$ cat src/adrc_map.vh
// Register map, field positions, reset values and timing counts of the aperture delay ramp control.
// Function
// - Without SYSREF calibration, the coarse delay setting drives the coarse aperture delay.
// - Without SYSREF calibration, the fine delay setting drives the fine aperture delay.
// - Without SYSREF calibration, the sample clock invert bit inverts the conversion sampling clock.
// - A new fine delay value is accepted at any time.
// - Ramping steps one code, or four with step select set, per 384 cycles.
// - Step select applies only to coarse writes made with ramping on.
// - Without ramping, applied coarse delay follows a write within 2 cycles.
// - With ramping, applied coarse delay steps gradually until it equals the written value.
// - A finished SYSREF calibration reports its 17-bit delay, valid once done reads one.
// - Result holds invert in bit 16, coarse in bits 15:8, fine in 7:0.
`ifndef ADRC_MAP_VH
`define ADRC_MAP_VH

`define ADRC_ADDR_W          15
`define ADRC_DATA_W          24
`define ADRC_OFS_SETTING     15'h02B5
`define ADRC_OFS_RAMP_CTRL   15'h02B8
`define ADRC_OFS_CAL_STATUS  15'h02B0
`define ADRC_OFS_RAMP_STATUS 15'h02B9

`define ADRC_SET_INV_BIT     16
`define ADRC_SET_COARSE_HI   15
`define ADRC_SET_COARSE_LO   8
`define ADRC_SET_FINE_HI     7
`define ADRC_SET_FINE_LO     0
`define ADRC_RAMP_EN_BIT     0
`define ADRC_RAMP_SEL_BIT    1
`define ADRC_CAL_DONE_BIT    17

`define ADRC_RST_SETTING     17'h00000
`define ADRC_RST_RAMP_CTRL   2'h0

`define ADRC_RAMP_PERIOD     9'h180
`define ADRC_STEP_SMALL      8'h01
`define ADRC_STEP_LARGE      8'h04

`endif

$ cat src/adrc_ramp_step.v
// Coarse delay ramp engine: moves the applied coarse code toward the written target.
`timescale 1ns/10ps
`include "adrc_map.vh"
module adrc_ramp_step (
  input  wire       clk_i,
  input  wire       rstn_i,
  input  wire       wr_i,
  input  wire       ramp_on_i,
  input  wire       step_sel_i,
  input  wire [7:0] target_i,
  output reg  [7:0] applied_o,
  output wire       busy_o
);

  reg       ramping_q;
  reg       step4_q;
  reg [7:0] target_q;
  reg [8:0] tick_q;
  wire [7:0] step;
  wire [7:0] diff_up;
  wire [7:0] diff_dn;
  wire       tick_end;

  // Step size is latched at write time so the select only affects ramped writes.
  assign step     = step4_q ? `ADRC_STEP_LARGE : `ADRC_STEP_SMALL;
  assign diff_up  = target_q - applied_o;
  assign diff_dn  = applied_o - target_q;
  assign tick_end = (tick_q == (`ADRC_RAMP_PERIOD - 9'h001));
  assign busy_o   = ramping_q;

  // Writes either load the target at once or arm a ramp from the present applied value.
  always @(posedge clk_i or negedge rstn_i) begin
    if (!rstn_i) begin
      ramping_q <= 1'b0;
      step4_q   <= 1'b0;
      target_q  <= 8'h00;
      tick_q    <= 9'h000;
      applied_o <= 8'h00;
    end else if (wr_i) begin
      target_q <= target_i;
      if (ramp_on_i) begin
        ramping_q <= (target_i != applied_o);
        step4_q   <= step_sel_i;
        tick_q    <= 9'h000;
      end else begin
        ramping_q <= 1'b0;
        applied_o <= target_i;
      end
    end else if (ramping_q) begin
      tick_q <= tick_end ? 9'h000 : tick_q + 9'h001;
      if (tick_end) begin
        // The last step takes only what is left, so the target is never passed.
        if (target_q > applied_o) begin
          applied_o <= (diff_up < step) ? target_q : applied_o + step;
          ramping_q <= (diff_up > step);
        end else begin
          applied_o <= (diff_dn < step) ? target_q : applied_o - step;
          ramping_q <= (diff_dn > step);
        end
      end
    end
  end

endmodule

$ cat src/adrc_top.v
// Aperture delay control: setting registers, calibration readback and applied delay outputs.
`timescale 1ns/10ps
`include "adrc_map.vh"
module adrc_top (
  input  wire                      clk_i,
  input  wire                      rstn_i,
  input  wire [`ADRC_ADDR_W-1:0]   reg_addr_i,
  input  wire                      reg_wr_i,
  input  wire                      reg_rd_i,
  input  wire [`ADRC_DATA_W-1:0]   reg_wdata_i,
  output reg  [`ADRC_DATA_W-1:0]   reg_rdata_o,
  input  wire                      sysref_cal_on_i,
  input  wire                      cal_delay_done_i,
  input  wire [16:0]               cal_delay_value_i,
  input  wire                      adc_cal_on_i,
  input  wire                      serial_link_on_i,
  output reg  [7:0]                coarse_delay_o,
  output reg  [7:0]                fine_delay_o,
  output reg                       sample_clock_invert_o,
  output wire                      ramp_busy_o
);

  // Stored settings, ramp control bits and the captured calibration result.
  reg  [7:0]  coarse_setting_q;
  reg  [7:0]  fine_setting_q;
  reg         invert_q;
  reg         ramp_on_q;
  reg         ramp_sel_q;
  reg         cal_done_q;
  reg  [16:0] cal_result_q;

  // Next values of the applied outputs and of the read data.
  reg  [7:0]  coarse_delay_d;
  reg  [7:0]  fine_delay_d;
  reg         invert_d;
  reg  [`ADRC_DATA_W-1:0] rdata_d;

  // Decoded strobes and the coarse code coming out of the ramp engine.
  wire        hit_setting;
  wire        hit_ramp;
  wire        wr_setting;
  wire        wr_ramp;
  wire        cal_valid;
  wire [7:0]  coarse_ramped;

  // Reset images of the two writable registers.
  localparam [16:0] RST_SETTING   = `ADRC_RST_SETTING;
  localparam [1:0]  RST_RAMP_CTRL = `ADRC_RST_RAMP_CTRL;

  // Reset values of the single fields, cut from the images above.
  localparam [7:0]  RST_COARSE    = RST_SETTING[`ADRC_SET_COARSE_HI:`ADRC_SET_COARSE_LO];
  localparam [7:0]  RST_FINE      = RST_SETTING[`ADRC_SET_FINE_HI:`ADRC_SET_FINE_LO];
  localparam [0:0]  RST_INVERT    = RST_SETTING[`ADRC_SET_INV_BIT];
  localparam [0:0]  RST_RAMP_ON   = RST_RAMP_CTRL[`ADRC_RAMP_EN_BIT];
  localparam [0:0]  RST_RAMP_SEL  = RST_RAMP_CTRL[`ADRC_RAMP_SEL_BIT];

  // Address decode of the two writable registers.
  assign hit_setting = (reg_addr_i == `ADRC_OFS_SETTING);
  assign hit_ramp    = (reg_addr_i == `ADRC_OFS_RAMP_CTRL);

  // Write strobes; writes to any other address are ignored.
  assign wr_setting  = reg_wr_i && hit_setting;
  assign wr_ramp     = reg_wr_i && hit_ramp;

  // A calibration result counts only while calibration is on and reports done.
  assign cal_valid   = sysref_cal_on_i && cal_delay_done_i;

  // Coarse setting register: the written target, read back as written.
  always @(posedge clk_i or negedge rstn_i) begin
    if (!rstn_i) begin
      coarse_setting_q <= RST_COARSE;
    end else if (wr_setting) begin
      coarse_setting_q <= reg_wdata_i[`ADRC_SET_COARSE_HI:`ADRC_SET_COARSE_LO];
    end
  end

  // Fine setting register; a new value is taken on every write, whatever else runs.
  always @(posedge clk_i or negedge rstn_i) begin
    if (!rstn_i) begin
      fine_setting_q <= RST_FINE;
    end else if (wr_setting) begin
      fine_setting_q <= reg_wdata_i[`ADRC_SET_FINE_HI:`ADRC_SET_FINE_LO];
    end
  end

  // Invert setting register; software must hold it still while calibration or the link runs.
  always @(posedge clk_i or negedge rstn_i) begin
    if (!rstn_i) begin
      invert_q <= RST_INVERT;
    end else if (wr_setting) begin
      invert_q <= reg_wdata_i[`ADRC_SET_INV_BIT];
    end
  end

  // Ramp enable bit: when set coarse writes ramp, when clear they apply directly.
  always @(posedge clk_i or negedge rstn_i) begin
    if (!rstn_i) begin
      ramp_on_q <= RST_RAMP_ON;
    end else if (wr_ramp) begin
      ramp_on_q <= reg_wdata_i[`ADRC_RAMP_EN_BIT];
    end
  end

  // Ramp step select bit; the engine latches it at each ramped coarse write.
  always @(posedge clk_i or negedge rstn_i) begin
    if (!rstn_i) begin
      ramp_sel_q <= RST_RAMP_SEL;
    end else if (wr_ramp) begin
      ramp_sel_q <= reg_wdata_i[`ADRC_RAMP_SEL_BIT];
    end
  end

  // Ramp engine shapes the coarse code actually applied.
  adrc_ramp_step u_ramp (
    .clk_i      (clk_i),
    .rstn_i     (rstn_i),
    .wr_i       (wr_setting),
    .ramp_on_i  (ramp_on_q),
    .step_sel_i (ramp_sel_q),
    .target_i   (reg_wdata_i[`ADRC_SET_COARSE_HI:`ADRC_SET_COARSE_LO]),
    .applied_o  (coarse_ramped),
    .busy_o     (ramp_busy_o)
  );

  // Done flag for the status register, registered once from the qualified done.
  always @(posedge clk_i or negedge rstn_i) begin
    if (!rstn_i) begin
      cal_done_q <= 1'b0;
    end else begin
      cal_done_q <= cal_valid;
    end
  end

  // Calibration result is captured while valid and kept after done drops.
  always @(posedge clk_i or negedge rstn_i) begin
    if (!rstn_i) begin
      cal_result_q <= 17'h00000;
    end else if (cal_valid) begin
      cal_result_q <= cal_delay_value_i;
    end
  end

  // Next applied values: the calibration result while calibration owns the delay, else the manual path.
  always @* begin
    if (sysref_cal_on_i) begin
      coarse_delay_d = cal_result_q[`ADRC_SET_COARSE_HI:`ADRC_SET_COARSE_LO];
      fine_delay_d   = cal_result_q[`ADRC_SET_FINE_HI:`ADRC_SET_FINE_LO];
      invert_d       = cal_result_q[`ADRC_SET_INV_BIT];
    end else begin
      coarse_delay_d = coarse_ramped;
      fine_delay_d   = fine_setting_q;
      invert_d       = invert_q;
    end
  end

  // Applied coarse delay register.
  always @(posedge clk_i or negedge rstn_i) begin
    if (!rstn_i) begin
      coarse_delay_o <= 8'h00;
    end else begin
      coarse_delay_o <= coarse_delay_d;
    end
  end

  // Applied fine delay register.
  always @(posedge clk_i or negedge rstn_i) begin
    if (!rstn_i) begin
      fine_delay_o <= 8'h00;
    end else begin
      fine_delay_o <= fine_delay_d;
    end
  end

  // Applied sampling clock inversion register.
  always @(posedge clk_i or negedge rstn_i) begin
    if (!rstn_i) begin
      sample_clock_invert_o <= 1'b0;
    end else begin
      sample_clock_invert_o <= invert_d;
    end
  end

  // Read multiplexer; unmapped addresses and reserved bits read as zero.
  always @* begin
    rdata_d = 24'h000000;
    case (reg_addr_i)
      `ADRC_OFS_SETTING: begin
        rdata_d[`ADRC_SET_INV_BIT]                         = invert_q;
        rdata_d[`ADRC_SET_COARSE_HI:`ADRC_SET_COARSE_LO]   = coarse_setting_q;
        rdata_d[`ADRC_SET_FINE_HI:`ADRC_SET_FINE_LO]       = fine_setting_q;
      end
      `ADRC_OFS_RAMP_CTRL: begin
        rdata_d[`ADRC_RAMP_EN_BIT]  = ramp_on_q;
        rdata_d[`ADRC_RAMP_SEL_BIT] = ramp_sel_q;
      end
      `ADRC_OFS_CAL_STATUS: begin
        rdata_d[`ADRC_CAL_DONE_BIT] = cal_done_q;
        if (cal_done_q) begin
          rdata_d[16:0] = cal_result_q;
        end
      end
      `ADRC_OFS_RAMP_STATUS: begin
        rdata_d[7:0] = coarse_ramped;
        rdata_d[8]   = ramp_busy_o;
        rdata_d[9]   = adc_cal_on_i;
        rdata_d[10]  = serial_link_on_i;
      end
      default: begin
        rdata_d = 24'h000000;
      end
    endcase
  end

  // Read data is registered on a read strobe and held otherwise.
  always @(posedge clk_i or negedge rstn_i) begin
    if (!rstn_i) begin
      reg_rdata_o <= 24'h000000;
    end else if (reg_rd_i) begin
      reg_rdata_o <= rdata_d;
    end
  end

endmodule

$ cat config.mk
export PLATFORM = sky130hd
export DESIGN_NAME = adrc_top
export DESIGN_NICKNAME = d
export VERILOG_FILES = /design/src/adrc_ramp_step.v /design/src/adrc_top.v
export VERILOG_INCLUDE_DIRS = /design/src
export SDC_FILE = /design/constraint.sdc
export NUM_CORES = 1
export LEC_CHECK = 0
export ABC_AREA = 1
export BUFFER_PORTS_ARGS = -buffer_cell sky130_fd_sc_hd__buf_2
export CELL_PAD_IN_SITES_DETAIL_PLACEMENT = 1
export CELL_PAD_IN_SITES_GLOBAL_PLACEMENT = 2
export CORE_MARGIN = 2
export CORE_UTILIZATION = 24
export CTS_BUF_LIST = sky130_fd_sc_hd__clkbuf_4 sky130_fd_sc_hd__clkbuf_8
export DETAILED_ROUTE_END_ITERATION = 16
export HOLD_SLACK_MARGIN = 0.08
export PLACE_DENSITY_LB_ADDON = 0.08
export SLEW_MARGIN = 5
export SYNTH_ARGS = -nofsm -noshare
export SYNTH_HDL_FRONTEND = slang
export SYNTH_SLANG_ARGS = --single-unit
$ cat constraint.sdc
create_clock -name clk_i -period 4.97 [get_ports clk_i]
set_input_delay 0.497 -clock clk_i [delete_from_list [all_inputs] [get_ports clk_i]]
set_output_delay 0.497 -clock clk_i [all_outputs]
set_load 0.005 [all_outputs]
==> results of run 1 <==
layout make-up:
cell class                 instances  share of cell area, %
clock buffer                       9                   1.87
clock inverter                     7                   1.16
inverter                          88                   5.04
multi-input combinational        556                   44.0
sequential                        91                   34.5
tap                              319                   6.04
timing repair buffer              96                   7.46
kinds of logic after synthesis:
kind of cell | share of synthesized area (%)
XOR/XNOR | 3.71
adder cells (fa/ha/maj) | 6.23
buffers and inverters | 8.78
other | 0.0662
flip-flops | 40.2
AND/OR/NAND/NOR | 30.7
AO/OA/AOI/OAI | 10.3
Yosys cell counts (7+ instances only):
cell | count | area [um^2]
sky130_fd_sc_hd__a21oi_1 | 29 | 145
sky130_fd_sc_hd__buf_4 | 7 | 52.6
sky130_fd_sc_hd__clkbuf_1 | 15 | 56.3
sky130_fd_sc_hd__dfrtp_1 | 91 | 2280
sky130_fd_sc_hd__ha_1 | 25 | 313
sky130_fd_sc_hd__inv_1 | 80 | 300
sky130_fd_sc_hd__nand2_1 | 242 | 908
sky130_fd_sc_hd__nand3_1 | 68 | 340
sky130_fd_sc_hd__nand4_1 | 11 | 68.8
sky130_fd_sc_hd__nor2_1 | 47 | 176
sky130_fd_sc_hd__nor3_1 | 7 | 35.0
sky130_fd_sc_hd__o21ai_0 | 49 | 245
sky130_fd_sc_hd__o221ai_1 | 7 | 61.3
sky130_fd_sc_hd__xor2_1 | 21 | 184
flip-flops by register name, summed over array words and instances, names as in the netlist:
| signal | count |
|---|---|
| reg_rdata_o | 18 |
| cal_result_q | 17 |
| u_ramp.tick_q | 9 |
| coarse_delay_o | 8 |
| fine_delay_o | 8 |
| fine_setting_q | 8 |
| u_ramp.applied_o | 8 |
| u_ramp.target_q | 8 |
| cal_done_q | 1 |
| invert_q | 1 |
| ramp_on_q | 1 |
| ramp_sel_q | 1 |
| sample_clock_invert_o | 1 |
| u_ramp.busy_o | 1 |
| u_ramp.step4_q | 1 |
stage by stage:
stage | cell area, um^2 | util [%] | worst slack, ns | power (mW)
after floorplan | 5680 | - | 2.30 | 0.847
after global placement | 6410 | 27.5 | 1.76 | 0.919
after detailed placement | 6410 | 27.5 | 1.66 | 0.922
after CTS | 6610 | 28.3 | 1.63 | 1.47
after global routing | 6610 | 28.3 | 1.46 | 1.52
final | 6610 | 28.3 | 1.65 | 1.44
per-layer routing:
metal  part of all wire, %  up-vias  GRT usage [%]
met3                   2.5        8           2.05
li1                      -     2594              -
met1                    51     2574           24.2
met5                     0        -              0
met4                  0.75        0           3.33
met2                    46       70           28.0
power breakdown:
| part | leakage (nW) | switching, mW | internal [mW] |
|---|---|---|---|
| Sequential | 1.10 | 0.0212 | 0.769 |
| Clock | 0.103 | 0.339 | 0.201 |
| Combinational | 2.23 | 0.0725 | 0.0413 |
| Total | 3.44 | 0.433 | 1.01 |
how the worst max path moves through the flow:
stage                                           end
finish                      u_ramp.busy_o$_DFF_PN0_
floorplan           u_ramp.applied_o[5]$_DFFE_PN0P_
detailed placement  u_ramp.applied_o[1]$_DFFE_PN0P_
global placement    u_ramp.applied_o[3]$_DFFE_PN0P_
CTS                 u_ramp.applied_o[1]$_DFFE_PN0P_
global route        u_ramp.applied_o[1]$_DFFE_PN0P_
==> metrics.txt, run 1 <==
# TYPE chip_impl_metric gauge
chip_impl_metric{name="netlist-cell-type-count",unit=""} 45
chip_impl_metric{name="worst-path-stages",unit=""} 13
chip_impl_metric{name="globalRouteTotalUtil",unit="%"} 17.0
chip_impl_metric{name="ys_warn_count",unit=""} 0
chip_impl_metric{name="finalCritPeriodShare",unit="%"} 66.9
chip_impl_metric{name="dp.final_hpwl",unit="um"} 15500
chip_impl_metric{name="layout-drive-gt1-share",unit="%"} 16.1
chip_impl_metric{name="area.sequential",unit="um^2"} 2280
chip_impl_metric{name="floorplan.die_area",unit="um^2"} 24800
chip_impl_metric{name="port_buffers",unit=""} 92
chip_impl_metric{name="drv_slew",unit=""} 0
chip_impl_metric{name="rrSetupSlack",unit="ns"} 1.65
chip_impl_metric{name="clock_path_buffers",unit=""} 2
chip_impl_info{name="cp-end-kind",value="flip-flop"} 1
chip_impl_info{name="crit_start",value="u_ramp.applied_o[1]$_DFFE_PN0P_"} 1
chip_impl_metric{name="p_per_area",unit="nW/um^2"} 218
chip_impl_metric{name="drcViolationCount",unit=""} 0
chip_impl_metric{name="drtPass1Iterations",unit=""} 4
chip_impl_metric{name="number_of_buffers_created_by_cts",unit=""} 9
chip_impl_info{name="worst_min_delay_path_class",value="input pin to async pin"} 1
chip_impl_metric{name="ir_drop",unit="mV"} 0.101
chip_impl_info{name="crit_chain",value="inv_1 > fa_1 > xor2_1 > ha_1 > inv_1 > a21oi_1 > or2_2 > nor2_1 > nand3_4 > o211ai_1 > nand3_1 > nand2_1 > nand2_1"} 1
chip_impl_metric{name="critPathMaxStageDelay",unit="ns"} 0.53
chip_impl_metric{name="cts-resized-gates",unit=""} 0
chip_impl_info{name="critical_path.slowest_cell",value="sky130_fd_sc_hd__fa_1"} 1
chip_impl_metric{name="totalWireLength",unit="um"} 20500
chip_impl_metric{name="clk_latency",unit="ns"} 0.39
chip_impl_metric{name="first_global_vias",unit=""} 5579
chip_impl_info{name="rr_endpoint",value="u_ramp.busy_o$_DFF_PN0_"} 1
chip_impl_metric{name="yosys_register_bits",unit=""} 91
chip_impl_metric{name="drt_first_iter_violations",unit=""} 158
chip_impl_metric{name="grt_max_degree",unit=""} 57
chip_impl_metric{name="flow.area_growth_from_synthesis",unit="%"} 16.7
chip_impl_metric{name="worst_pin_slew",unit="ns"} 0.795
chip_impl_info{name="cts_root_buf",value="sky130_fd_sc_hd__clkbuf_8"} 1
chip_impl_metric{name="arrival",unit="ns"} 3.60
chip_impl_metric{name="diodes",unit=""} 0
chip_impl_metric{name="post_cts_buffers",unit=""} 0
chip_impl_metric{name="grt_overflow",unit=""} 0
chip_impl_metric{name="finalSetupTns",unit="ns"} 0
chip_impl_info{name="most_frequent_standard_cell_in_the_layout_excluding_fill_and_tap_cells",value="sky130_fd_sc_hd__nand2_1"} 1
chip_impl_info{name="cts_tree",value="yes"} 1
chip_impl_metric{name="final_antenna_net_count",unit=""} 0
chip_impl_metric{name="data_required_time_of_the_critical_path",unit="ns"} 5.24
chip_impl_metric{name="core",unit="um^2"} 23300
chip_impl_metric{name="floorplan.initialDensity",unit="%"} 24.3
chip_impl_metric{name="die_w",unit="um"} 158
chip_impl_metric{name="placementRows",unit=""} 56
chip_impl_metric{name="top_level_ports",unit=""} 106
chip_impl_metric{name="power.static_leakage",unit="nW"} 3.44
chip_impl_metric{name="holdBufCountCts",unit=""} 0
chip_impl_metric{name="fin_worst_hold_slack",unit="ns"} 0.158
chip_impl_metric{name="asyncSetResetFlopFracSynth",unit="%"} 100
chip_impl_metric{name="timing.critical_path.fanout_max",unit=""} 9
chip_impl_info{name="ys.flop_type",value="sky130_fd_sc_hd__dfrtp_1"} 1
chip_impl_metric{name="slew_headroom",unit="%"} 47.0
chip_impl_metric{name="nFillCells",unit=""} 2905
chip_impl_metric{name="final.setup_skew",unit="ns"} 0.0167
chip_impl_info{name="timing.rr.start",value="u_ramp.applied_o[1]$_DFFE_PN0P_"} 1
chip_impl_info{name="status",value="completed"} 1
chip_impl_metric{name="synth_area",unit="um^2"} 5660
chip_impl_metric{name="globalplace.congestion",unit=""} 0.800
chip_impl_metric{name="timing.critical_path.buf_inv",unit=""} 2
chip_impl_metric{name="max-cap-violations",unit=""} 0
chip_impl_metric{name="number_of_synthesized_flops_with_an_enable_pin",unit=""} 0
chip_impl_info{name="setup_repair_after_global_routing_missed_its_margin",value="false"} 1
chip_impl_metric{name="route.detailed.wl_per_inst",unit="um"} 17.6
chip_impl_info{name="cpLargestDelayFamily",value="simple AND/OR/NAND/NOR gates"} 1
chip_impl_metric{name="syn-mean-instance-area",unit="um^2"} 7.44
chip_impl_metric{name="achievable-frequency",unit="MHz"} 301
chip_impl_metric{name="routed-via-count",unit=""} 5246
chip_impl_metric{name="dpl.cell_count",unit=""} 1150
chip_impl_metric{name="clock_sinks",unit=""} 91
chip_impl_metric{name="post_layout_nonfiller_instances",unit=""} 1166
chip_impl_metric{name="post_synth_inst_count",unit=""} 761
chip_impl_metric{name="multiInputGateArea",unit="um^2"} 2910
chip_impl_metric{name="report.final.setup_viol",unit=""} 0
chip_impl_metric{name="final_net_count",unit=""} 933
chip_impl_metric{name="reg2regPathDepth",unit=""} 13
chip_impl_metric{name="synth.yosys.seq_area_share",unit="%"} 40.2
chip_impl_metric{name="htree_num_levels",unit=""} 3
chip_impl_metric{name="final_period_minus_worst_setup_slack",unit="ns"} 3.32
chip_impl_info{name="mostFrequentLayoutCells",value="242 x sky130_fd_sc_hd__nand2_1, 91 x sky130_fd_sc_hd__dfrtp_1, 91 x sky130_fd_sc_hd__buf_2"} 1
chip_impl_metric{name="floorplan.die.height",unit="um"} 158
chip_impl_metric{name="grt_antenna_before_repair",unit=""} 0
chip_impl_info{name="critical_path_class",value="flip-flop to flip-flop"} 1
chip_impl_metric{name="vias_per_cell",unit=""} 4.50
chip_impl_metric{name="clk_pin_slew_worst_paths",unit="ns"} 0.12
chip_impl_info{name="cp-start-kind",value="flip-flop"} 1
chip_impl_metric{name="grt_first_pass_wirelength",unit="um"} 31800
chip_impl_metric{name="count_of_endpoints_failing_hold_in_the_final_timing_report",unit=""} 0
(Power assumes the default switching activity.)
==> run 2, diff against run 1 <==
- clock period: 4.97 -> 3 ns (I/O delays scaled with it)
==> run 2 against run 1 <==
Compared with the run above: register-to-register slack worse by 1.4 ns; core utilization increased by 1.1 points; sequential cell count unchanged; global-route usage grew 0.42 points; cell count grew 2.2%; via count up 1.7%; critical path depth up 3; design area increased by 3.7%; hold slack worse by 0.046 ns; routed wire length increased by 1.0%; clock power up 87%; largest cell class unchanged.
==> metrics.txt, run 2 (same netlist as run 1, synthesis figures left out) <==
# TYPE chip_impl_metric gauge
chip_impl_metric{name="grt_first_pass_wirelength",unit="um"} 32600
chip_impl_info{name="cp-end-kind",value="flip-flop"} 1
chip_impl_info{name="timing.rr.start",value="u_ramp.target_q[0]$_DFFE_PN0P_"} 1
chip_impl_metric{name="rrSetupSlack",unit="ns"} 0.22
chip_impl_metric{name="ir_drop",unit="mV"} 0.207
chip_impl_metric{name="globalRouteTotalUtil",unit="%"} 17.5
chip_impl_metric{name="htree_num_levels",unit=""} 3
chip_impl_metric{name="finalCritPeriodShare",unit="%"} 92.7
chip_impl_metric{name="diodes",unit=""} 0
chip_impl_metric{name="first_global_vias",unit=""} 5647
chip_impl_info{name="critical_path_class",value="flip-flop to flip-flop"} 1
chip_impl_metric{name="final_setup_slack_of_the_worst_path",unit="ns"} 0.220
chip_impl_metric{name="placement.setup.worst_slack",unit="ns"} 0.0512
chip_impl_metric{name="drcViolationCount",unit=""} 0
chip_impl_info{name="setup_repair_after_global_routing_missed_its_margin",value="false"} 1
chip_impl_metric{name="port_buffers",unit=""} 92
chip_impl_metric{name="arrival",unit="ns"} 3.09
chip_impl_info{name="crit_chain",value="inv_1 > ha_1 > inv_1 > fa_1 > xor2_1 > ha_1 > inv_1 > a21oi_1 > or2_2 > nor2_4 > nand3_4 > nand2_4 > nand2_4 > o21ai_1 > nor2_1 > nor2_1"} 1
chip_impl_metric{name="p_per_area",unit="nW/um^2"} 366
chip_impl_metric{name="clock_sinks",unit=""} 91
chip_impl_metric{name="drtPass1Iterations",unit=""} 4
chip_impl_metric{name="power.static_leakage",unit="nW"} 3.57
chip_impl_metric{name="dpl.cell_count",unit=""} 1172
chip_impl_metric{name="critPathMaxStageDelay",unit="ns"} 0.40
chip_impl_metric{name="drv_slew",unit=""} 0
chip_impl_metric{name="globalplace.congestion",unit=""} 0.807
chip_impl_metric{name="die_w",unit="um"} 158
chip_impl_metric{name="timing.critical_path.fanout_max",unit=""} 6
chip_impl_info{name="critical_path.slowest_cell",value="sky130_fd_sc_hd__fa_1"} 1
chip_impl_metric{name="fin_worst_hold_slack",unit="ns"} 0.112
chip_impl_metric{name="grt_overflow",unit=""} 0
chip_impl_info{name="largest_register",value="reg_rdata_o"} 1
chip_impl_metric{name="drt_first_iter_violations",unit=""} 186
chip_impl_metric{name="grt_antenna_before_repair",unit=""} 0
chip_impl_metric{name="max-cap-violations",unit=""} 0
chip_impl_metric{name="route.detailed.wl_per_inst",unit="um"} 17.3
chip_impl_info{name="largest_registers",value="reg_rdata_o: 18 flops, cal_result_q: 17 flops, u_ramp.tick_q: 9 flops"} 1
chip_impl_info{name="crit_top_cell",value="sky130_fd_sc_hd__inv_1"} 1
chip_impl_metric{name="reg2regPathDepth",unit=""} 16
chip_impl_metric{name="top_level_ports",unit=""} 106
chip_impl_metric{name="final_util",unit="%"} 29.4
chip_impl_metric{name="achievable-frequency",unit="MHz"} 360
chip_impl_metric{name="report.final.setup_viol",unit=""} 0
chip_impl_metric{name="dp.final_hpwl",unit="um"} 15900
chip_impl_info{name="rr_endpoint",value="u_ramp.applied_o[4]$_DFFE_PN0P_"} 1
chip_impl_metric{name="final_period_minus_worst_setup_slack",unit="ns"} 2.78
chip_impl_metric{name="placementRows",unit=""} 56
chip_impl_metric{name="data_required_time_of_the_critical_path",unit="ns"} 3.31
chip_impl_info{name="mostFrequentLayoutCells",value="242 x sky130_fd_sc_hd__nand2_1, 91 x sky130_fd_sc_hd__buf_2, 90 x sky130_fd_sc_hd__dfrtp_1"} 1
chip_impl_metric{name="layout-drive-gt1-share",unit="%"} 18.8
chip_impl_metric{name="floorplan.initialDensity",unit="%"} 24.3
chip_impl_info{name="hold_path_startpoint",value="cal_delay_value_i[6]"} 1
chip_impl_info{name="cts_tree",value="yes"} 1
chip_impl_metric{name="largest_reg_flops",unit=""} 18
chip_impl_info{name="worst_min_delay_path_class",value="input pin to flip-flop"} 1
chip_impl_metric{name="clk_pin_slew_worst_paths",unit="ns"} 0.10
chip_impl_metric{name="routed-via-count",unit=""} 5334
chip_impl_metric{name="clk_latency",unit="ns"} 0.38
chip_impl_metric{name="final_antenna_net_count",unit=""} 0
chip_impl_info{name="most_frequent_standard_cell_in_the_layout_excluding_fill_and_tap_cells",value="sky130_fd_sc_hd__nand2_1"} 1
chip_impl_info{name="cp-start-kind",value="flip-flop"} 1
chip_impl_info{name="hold_end",value="cal_result_q[6]$_DFFE_PN0P_"} 1
chip_impl_metric{name="slew_headroom",unit="%"} 46.5
chip_impl_metric{name="flow.area_growth_from_synthesis",unit="%"} 21.1
chip_impl_metric{name="area.sequential",unit="um^2"} 2280
chip_impl_metric{name="final_net_count",unit=""} 959
chip_impl_metric{name="multiInputGateArea",unit="um^2"} 2940
chip_impl_metric{name="clock_path_buffers",unit=""} 2
chip_impl_metric{name="finalSetupTns",unit="ns"} 0
chip_impl_info{name="status",value="completed"} 1
chip_impl_metric{name="floorplan.die.height",unit="um"} 158
chip_impl_metric{name="worst_pin_slew",unit="ns"} 0.803
chip_impl_metric{name="nFillCells",unit=""} 2876
chip_impl_metric{name="vias_per_cell",unit=""} 4.47
chip_impl_metric{name="final.setup_skew",unit="ns"} 0.0121
chip_impl_metric{name="grt_max_degree",unit=""} 57
chip_impl_metric{name="holdPathStages",unit=""} 3
chip_impl_metric{name="floorplan.die_area",unit="um^2"} 24800
chip_impl_metric{name="core",unit="um^2"} 23300
chip_impl_metric{name="totalWireLength",unit="um"} 20700
chip_impl_info{name="cts_root_buf",value="sky130_fd_sc_hd__clkbuf_8"} 1
chip_impl_metric{name="number_of_buffers_created_by_cts",unit=""} 9
chip_impl_metric{name="post_layout_nonfiller_instances",unit=""} 1192
chip_impl_metric{name="count_of_endpoints_failing_hold_in_the_final_timing_report",unit=""} 0
-- run 2: cell count changes in the layout (fill, tap and decap cells not counted), sizes merged --
| cell | delta |
|---|---|
| buf | +23 |
| clkinv | -3 |
| bufinv | +2 |
| clkinvlp | +2 |
| inv | -2 |
| nand3 | +2 |
| clkbuf | +1 |
| dlygate4sd3 | +1 |
-- run 2: area by class of cell --
type | instances | share of cell area [%]
Sequential cell | 91 | 33.2
Inverter | 88 | 4.86
Tap cell | 319 | 5.82
Clock buffer | 10 | 1.92
Multi-Input combinational cell | 558 | 42.9
Timing Repair Buffer | 120 | 9.86
Clock inverter | 6 | 1.39
-- run 2: how the worst max path moves through the flow --
stage	start	end	slack, ns	cells after the start
floorplan	u_ramp.target_q[0]$_DFFE_PN0P_	u_ramp.applied_o[5]$_DFFE_PN0P_	0.33	16
global placement	u_ramp.applied_o[0]$_DFFE_PN0P_	u_ramp.applied_o[1]$_DFFE_PN0P_	0.14	15
detailed placement	u_ramp.applied_o[0]$_DFFE_PN0P_	u_ramp.applied_o[0]$_DFFE_PN0P_	0.05	15
CTS	u_ramp.applied_o[0]$_DFFE_PN0P_	u_ramp.applied_o[2]$_DFFE_PN0P_	0.05	15
global route	u_ramp.target_q[0]$_DFFE_PN0P_	u_ramp.applied_o[0]$_DFFE_PN0P_	0.006	16
finish	u_ramp.target_q[0]$_DFFE_PN0P_	u_ramp.applied_o[4]$_DFFE_PN0P_	0.22	16
-- run 2: metrics by stage --
stage	power, mW	cell area (um^2)
4_1_cts	2.56	6810
2_1_floorplan	1.40	5680
5_1_grt	2.64	6850
3_3_place_gp	1.52	6570
3_5_place_dp	1.53	6570
6_report	2.51	6850
-- run 2: metal layers --
| metal | routed length [um] | up-vias | track usage (%) |
|---|---|---|---|
| met3 | 534 | 7 | 2.33 |
| met5 | 0 | - | 0 |
| met1 | 10400 | 2593 | 24.3 |
| met2 | 9660 | 86 | 29.0 |
| li1 | - | 2648 | - |
| met4 | 129 | 0 | 3.64 |
-- run 2: timing repair --
| action | CTS | global route |
|---|---|---|
| endpoints found under the hold margin | 53 | 0 |
| buffers inserted | 0 | 1 |
| hold buffers | 1 | 0 |
| setup endpoints to repair | 0 | 9 |
| gates resized for setup | 0 | 5 |
-- run 2: critical path, delay by kind of cell, from the launching register on --
kind	cells	cell delay [ns]
AND/OR/NAND/NOR	7	0.90
adder cells (fa/ha/maj)	3	0.83
flip-flops	1	0.39
buffers and inverters	3	0.23
AO/OA/AOI/OAI	2	0.18
XOR/XNOR	1	0.18
-- run 2: power by group --
part	total (mW)	internal [mW]	switching, mW
Clock	1.01	0.489	0.522
Sequential	1.31	1.27	0.0332
Combinational	0.194	0.0715	0.122
==> run 3, diff against run 2 <==
- SYNTH_HIERARCHICAL: default -> 1
- clock period: 3 -> 2.6 ns (I/O delays scaled with it)
==> run 3 against run 2 <==
Compared with the run above: synthesized cell count increased by 5.5%; sequential cell count up 8; clock skew grew 0.011 ns; maximum frequency rose by 7.0%; non-clock buffer count rose by 27; first-iteration DRC count shrank 13%; count of clock-buffer cells in the layout unchanged; design area grew 13%; routed wire length is 10% higher; global-route usage grew 0.12 points; largest power group unchanged.
==> metrics.txt, run 3 <==
# TYPE chip_impl_metric gauge
chip_impl_info{name="status",value="completed"} 1
chip_impl_metric{name="routed-wl-met3",unit="um"} 547
chip_impl_metric{name="max-cap-violations",unit=""} 0
chip_impl_info{name="cp-end-kind",value="flip-flop"} 1
chip_impl_info{name="cts_tree",value="yes"} 1
chip_impl_info{name="mostFrequentLayoutCells",value="258 x sky130_fd_sc_hd__nand2_1, 99 x sky130_fd_sc_hd__dfrtp_1, 91 x sky130_fd_sc_hd__buf_2"} 1
chip_impl_metric{name="yosys_register_bits",unit=""} 99
chip_impl_metric{name="globalplace.congestion",unit=""} 0.780
chip_impl_metric{name="data_required_time_of_the_critical_path",unit="ns"} 2.92
chip_impl_metric{name="area.sequential",unit="um^2"} 2480
chip_impl_metric{name="placementRows",unit=""} 59
chip_impl_metric{name="final_net_count",unit=""} 1029
chip_impl_metric{name="dpl.cell_count",unit=""} 1235
chip_impl_info{name="cpLargestDelayFamily",value="simple AND/OR/NAND/NOR gates"} 1
chip_impl_metric{name="globalRouteTotalUtil",unit="%"} 17.6
chip_impl_info{name="most_frequent_standard_cell_in_the_layout_excluding_fill_and_tap_cells",value="sky130_fd_sc_hd__nand2_1"} 1
chip_impl_metric{name="power.static_leakage",unit="nW"} 4.03
chip_impl_metric{name="worst_pin_slew",unit="ns"} 0.792
chip_impl_info{name="largest_register",value="reg_rdata_o"} 1
chip_impl_metric{name="post-synth-top-area-fraction",unit="%"} 39.6
chip_impl_metric{name="critPathMaxStageDelay",unit="ns"} 0.44
chip_impl_metric{name="power.combinational.fraction",unit="%"} 10.0
chip_impl_metric{name="clk_latency",unit="ns"} 0.40
chip_impl_metric{name="report.final.setup_viol",unit=""} 0
chip_impl_metric{name="drv_slew",unit=""} 0
chip_impl_metric{name="power_frac_clock",unit="%"} 35.1
chip_impl_info{name="ys.flop_type",value="sky130_fd_sc_hd__dfrtp_1"} 1
chip_impl_metric{name="grt_max_degree",unit=""} 56
chip_impl_metric{name="ys_warn_count",unit=""} 6
chip_impl_metric{name="synth.yosys.seq_area_share",unit="%"} 39.6
chip_impl_metric{name="route.detailed.wl_per_inst",unit="um"} 17.9
chip_impl_metric{name="internal-power",unit="mW"} 2.12
chip_impl_metric{name="grt_antenna_before_repair",unit=""} 0
chip_impl_metric{name="grt_first_pass_wirelength",unit="um"} 36100
chip_impl_metric{name="multiInputGateArea",unit="um^2"} 3380
chip_impl_metric{name="sequentialPowerShare",unit="%"} 54.9
chip_impl_metric{name="clock_sinks",unit=""} 99
chip_impl_metric{name="floorplan.die_area",unit="um^2"} 27400
chip_impl_metric{name="first_global_vias",unit=""} 6351
chip_impl_metric{name="drtPass1Iterations",unit=""} 4
chip_impl_metric{name="die_w",unit="um"} 166
chip_impl_metric{name="detailed_route_wirelength_on_metal2",unit="um"} 11800
chip_impl_metric{name="count_of_endpoints_failing_hold_in_the_final_timing_report",unit=""} 0
chip_impl_info{name="synth_most_common_cell",value="sky130_fd_sc_hd__nand2_1"} 1
chip_impl_info{name="cp-start-kind",value="flip-flop"} 1
chip_impl_metric{name="grt_overflow",unit=""} 0
chip_impl_metric{name="dp.final_hpwl",unit="um"} 17300
chip_impl_metric{name="final.setup_skew",unit="ns"} 0.0227
chip_impl_metric{name="post_layout_nonfiller_instances",unit=""} 1278
chip_impl_metric{name="number_of_synthesized_flops_with_an_enable_pin",unit=""} 0
chip_impl_metric{name="number_of_buffers_created_by_cts",unit=""} 9
chip_impl_info{name="setup_repair_after_global_routing_missed_its_margin",value="true"} 1
chip_impl_metric{name="clock_path_buffers",unit=""} 2
chip_impl_metric{name="fin_worst_hold_slack",unit="ns"} 0.0894
chip_impl_metric{name="drcViolationCount",unit=""} 0
chip_impl_info{name="critical_path.slowest_cell",value="sky130_fd_sc_hd__dfrtp_1"} 1
chip_impl_metric{name="finalCritPeriodShare",unit="%"} 99.9
chip_impl_metric{name="largest_reg_flops",unit=""} 18
chip_impl_metric{name="diodes",unit=""} 0
chip_impl_metric{name="timing.critical_path.buf_inv",unit=""} 2
chip_impl_metric{name="core",unit="um^2"} 25800
chip_impl_info{name="crit_chain",value="inv_2 > ha_4 > inv_2 > fa_2 > xor2_1 > ha_1 > o21ai_1 > nand3_1 > nor2_4 > nand3_4 > nand2_4 > nand2_8 > nand2_2 > nand3_2 > a21oi_2"} 1
chip_impl_metric{name="dpl-instance-area",unit="um^2"} 7190
chip_impl_metric{name="switching_power",unit="mW"} 0.880
chip_impl_metric{name="arrival",unit="ns"} 2.92
chip_impl_metric{name="final_period_minus_worst_setup_slack",unit="ns"} 2.60
chip_impl_metric{name="flow.area_growth_from_synthesis",unit="%"} 24.1
chip_impl_metric{name="routed-via-count",unit=""} 5709
chip_impl_info{name="worst_min_delay_path_class",value="input pin to flip-flop"} 1
chip_impl_info{name="routed.top_layer",value="met4"} 1
chip_impl_metric{name="port_buffers",unit=""} 92
chip_impl_metric{name="synth_area",unit="um^2"} 6260
chip_impl_info{name="yosys-top-cells-count",value="259 x sky130_fd_sc_hd__nand2_1, 99 x sky130_fd_sc_hd__dfrtp_1, 74 x sky130_fd_sc_hd__inv_1"} 1
chip_impl_metric{name="ir_drop",unit="mV"} 0.208
chip_impl_metric{name="totalWireLength",unit="um"} 22800
chip_impl_metric{name="vias_per_cell",unit=""} 4.47
chip_impl_metric{name="netlist-cell-type-count",unit=""} 44
chip_impl_info{name="leading_post_synthesis_cells_by_cell_area",value="sky130_fd_sc_hd__dfrtp_1 40%, sky130_fd_sc_hd__nand2_1 16%, sky130_fd_sc_hd__nand3_1 5.4%"} 1
chip_impl_metric{name="layout-drive-gt1-share",unit="%"} 26.5
chip_impl_metric{name="detail_route.wirelength.met1",unit="um"} 10100
chip_impl_info{name="critical_path_class",value="flip-flop to flip-flop"} 1
chip_impl_metric{name="nFillCells",unit=""} 3185
chip_impl_metric{name="post_synth_inst_count",unit=""} 803
chip_impl_metric{name="clk_pin_slew_worst_paths",unit="ns"} 0.10
chip_impl_metric{name="layout.cell_area.non_filler",unit="um^2"} 7770
chip_impl_info{name="largest_registers",value="reg_rdata_o: 18 flops, cal_result_q: 17 flops, u_ramp/tick_q: 9 flops"} 1
chip_impl_metric{name="floorplan.die.height",unit="um"} 166
chip_impl_metric{name="htree_num_levels",unit=""} 3
chip_impl_metric{name="syn-mean-instance-area",unit="um^2"} 7.80
chip_impl_metric{name="asyncSetResetFlopFracSynth",unit="%"} 100
chip_impl_metric{name="timing.critical_path.fanout_max",unit=""} 6
chip_impl_info{name="crit_top_cell",value="sky130_fd_sc_hd__inv_2"} 1
chip_impl_metric{name="top_level_ports",unit=""} 106
chip_impl_metric{name="p_per_area",unit="nW/um^2"} 386
chip_impl_info{name="synth_top_area_cell",value="sky130_fd_sc_hd__dfrtp_1"} 1
chip_impl_info{name="cts_root_buf",value="sky130_fd_sc_hd__clkbuf_8"} 1
chip_impl_metric{name="final_antenna_net_count",unit=""} 0
chip_impl_metric{name="drt_first_iter_violations",unit=""} 162
chip_impl_metric{name="swShare",unit="%"} 29.4
chip_impl_metric{name="achievable-frequency",unit="MHz"} 385
chip_impl_metric{name="slew_headroom",unit="%"} 47.2
chip_impl_metric{name="floorplan.initialDensity",unit="%"} 24.2
==> run 3: changes by cell type in the layout (fill, tap and decap cells not counted), sizes merged, moves of 6 or more <==
cell,before,now
a21oi,31,25
dlygate4sd3,1,18
mux2,0,8
o22ai,2,9
o21ai,54,42
nand2,247,295
nand3b,1,12
dfrtp,91,99
buf,119,129
==> run 3: worst min-delay path, delay by kind of cell <==
family | cells | cell delay (ns)
simple gates | 2 | 0.10
buf+inv | 1 | 0.08
==> run 3: worst paths after layout <==
| kind | startpoint | end | slack [ns] | cells after the start |
|---|---|---|---|---|
| min in group asynchronous | rstn_i | u_ramp/target_q[5]$_DFFE_PN0P_ | 0.42 | 2 |
| max in group asynchronous | rstn_i | invert_q$_DFFE_PN0P_ | 1.40 | 3 |
| min | cal_delay_value_i[14] | cal_result_q[14]$_DFFE_PN0P_ | 0.09 | 3 |
| max | u_ramp/target_q[0]$_DFFE_PN0P_ | u_ramp/applied_o[0]$_DFFE_PN0P_ | 0.002 | 15 |
| max reg2reg | u_ramp/target_q[0]$_DFFE_PN0P_ | u_ramp/applied_o[0]$_DFFE_PN0P_ | 0.002 | 15 |
| min reg2reg | reg_rdata_o[5]$_DFFE_PN0P_ | reg_rdata_o[5]$_DFFE_PN0P_ | 0.49 | 2 |
==> run 3: what timing repair did <==
| item | CTS | global route |
|---|---|---|
| endpoints found under the setup margin | 9 | 9 |
| buffers inserted | 3 | 4 |
| hold buffers | 18 | 0 |
| resized for setup | 19 | 12 |
| cloned | 2 | 0 |
| pin swaps | 13 | 12 |
| endpoints found under the hold margin | 61 | 0 |
==> run 3: layout make-up <==
type	instances	share of cell area [%]
timing repair buffer	147	12.3
clock inverter	6	0.741
tap	335	5.40
inverter	86	4.38
multi-input combinational	595	43.5
clock buffer	10	1.77
sequential	99	31.9
==> run 3: metrics by stage <==
stage               TNS [ns]  utilization [%]  setup slack, ns  total power [mW]
global placement      -0.438             27.8          -0.0837              1.96
floorplan                  0                -           0.0189              1.79
CTS                   -0.374             29.7          -0.0710              3.05
detailed placement     -1.04             27.8           -0.141              1.96
global route           -1.00             30.1           -0.137              3.14
finish                     0             30.1          0.00153              3.00
==> run 3: logic make-up (layout without fill, tap and decap cells) <==
| logic type | after synthesis | in the layout | share of synthesized area, % |
|---|---|---|---|
| compound gates | 81 | 81 | 7.76 |
| xor+xnor | 24 | 24 | 3.36 |
| fa+ha+maj | 27 | 27 | 5.64 |
| buf+inv | 116 | 249 | 8.99 |
| flops | 99 | 99 | 39.6 |
| mux | 8 | 8 | 1.44 |
| other cells | 1 | 6 | 0.0599 |
| simple gates | 447 | 449 | 33.2 |
==> run 3: power by group through the flow <==
stage	sequential (mW)	combinational (mW)	clock, mW
finish	1.64	0.300	1.05
global route	1.65	0.343	1.15
CTS	1.65	0.310	1.09
detailed placement	1.68	0.287	0
global placement	1.68	0.281	0
floorplan	1.66	0.129	0
==> run 3: metal layers <==
metal,vias to the layer above,GRT usage (%)
met4,0,4.70
li1,2811,-
met1,2810,21.6
met5,-,0
met2,69,32.1
met3,19,2.37
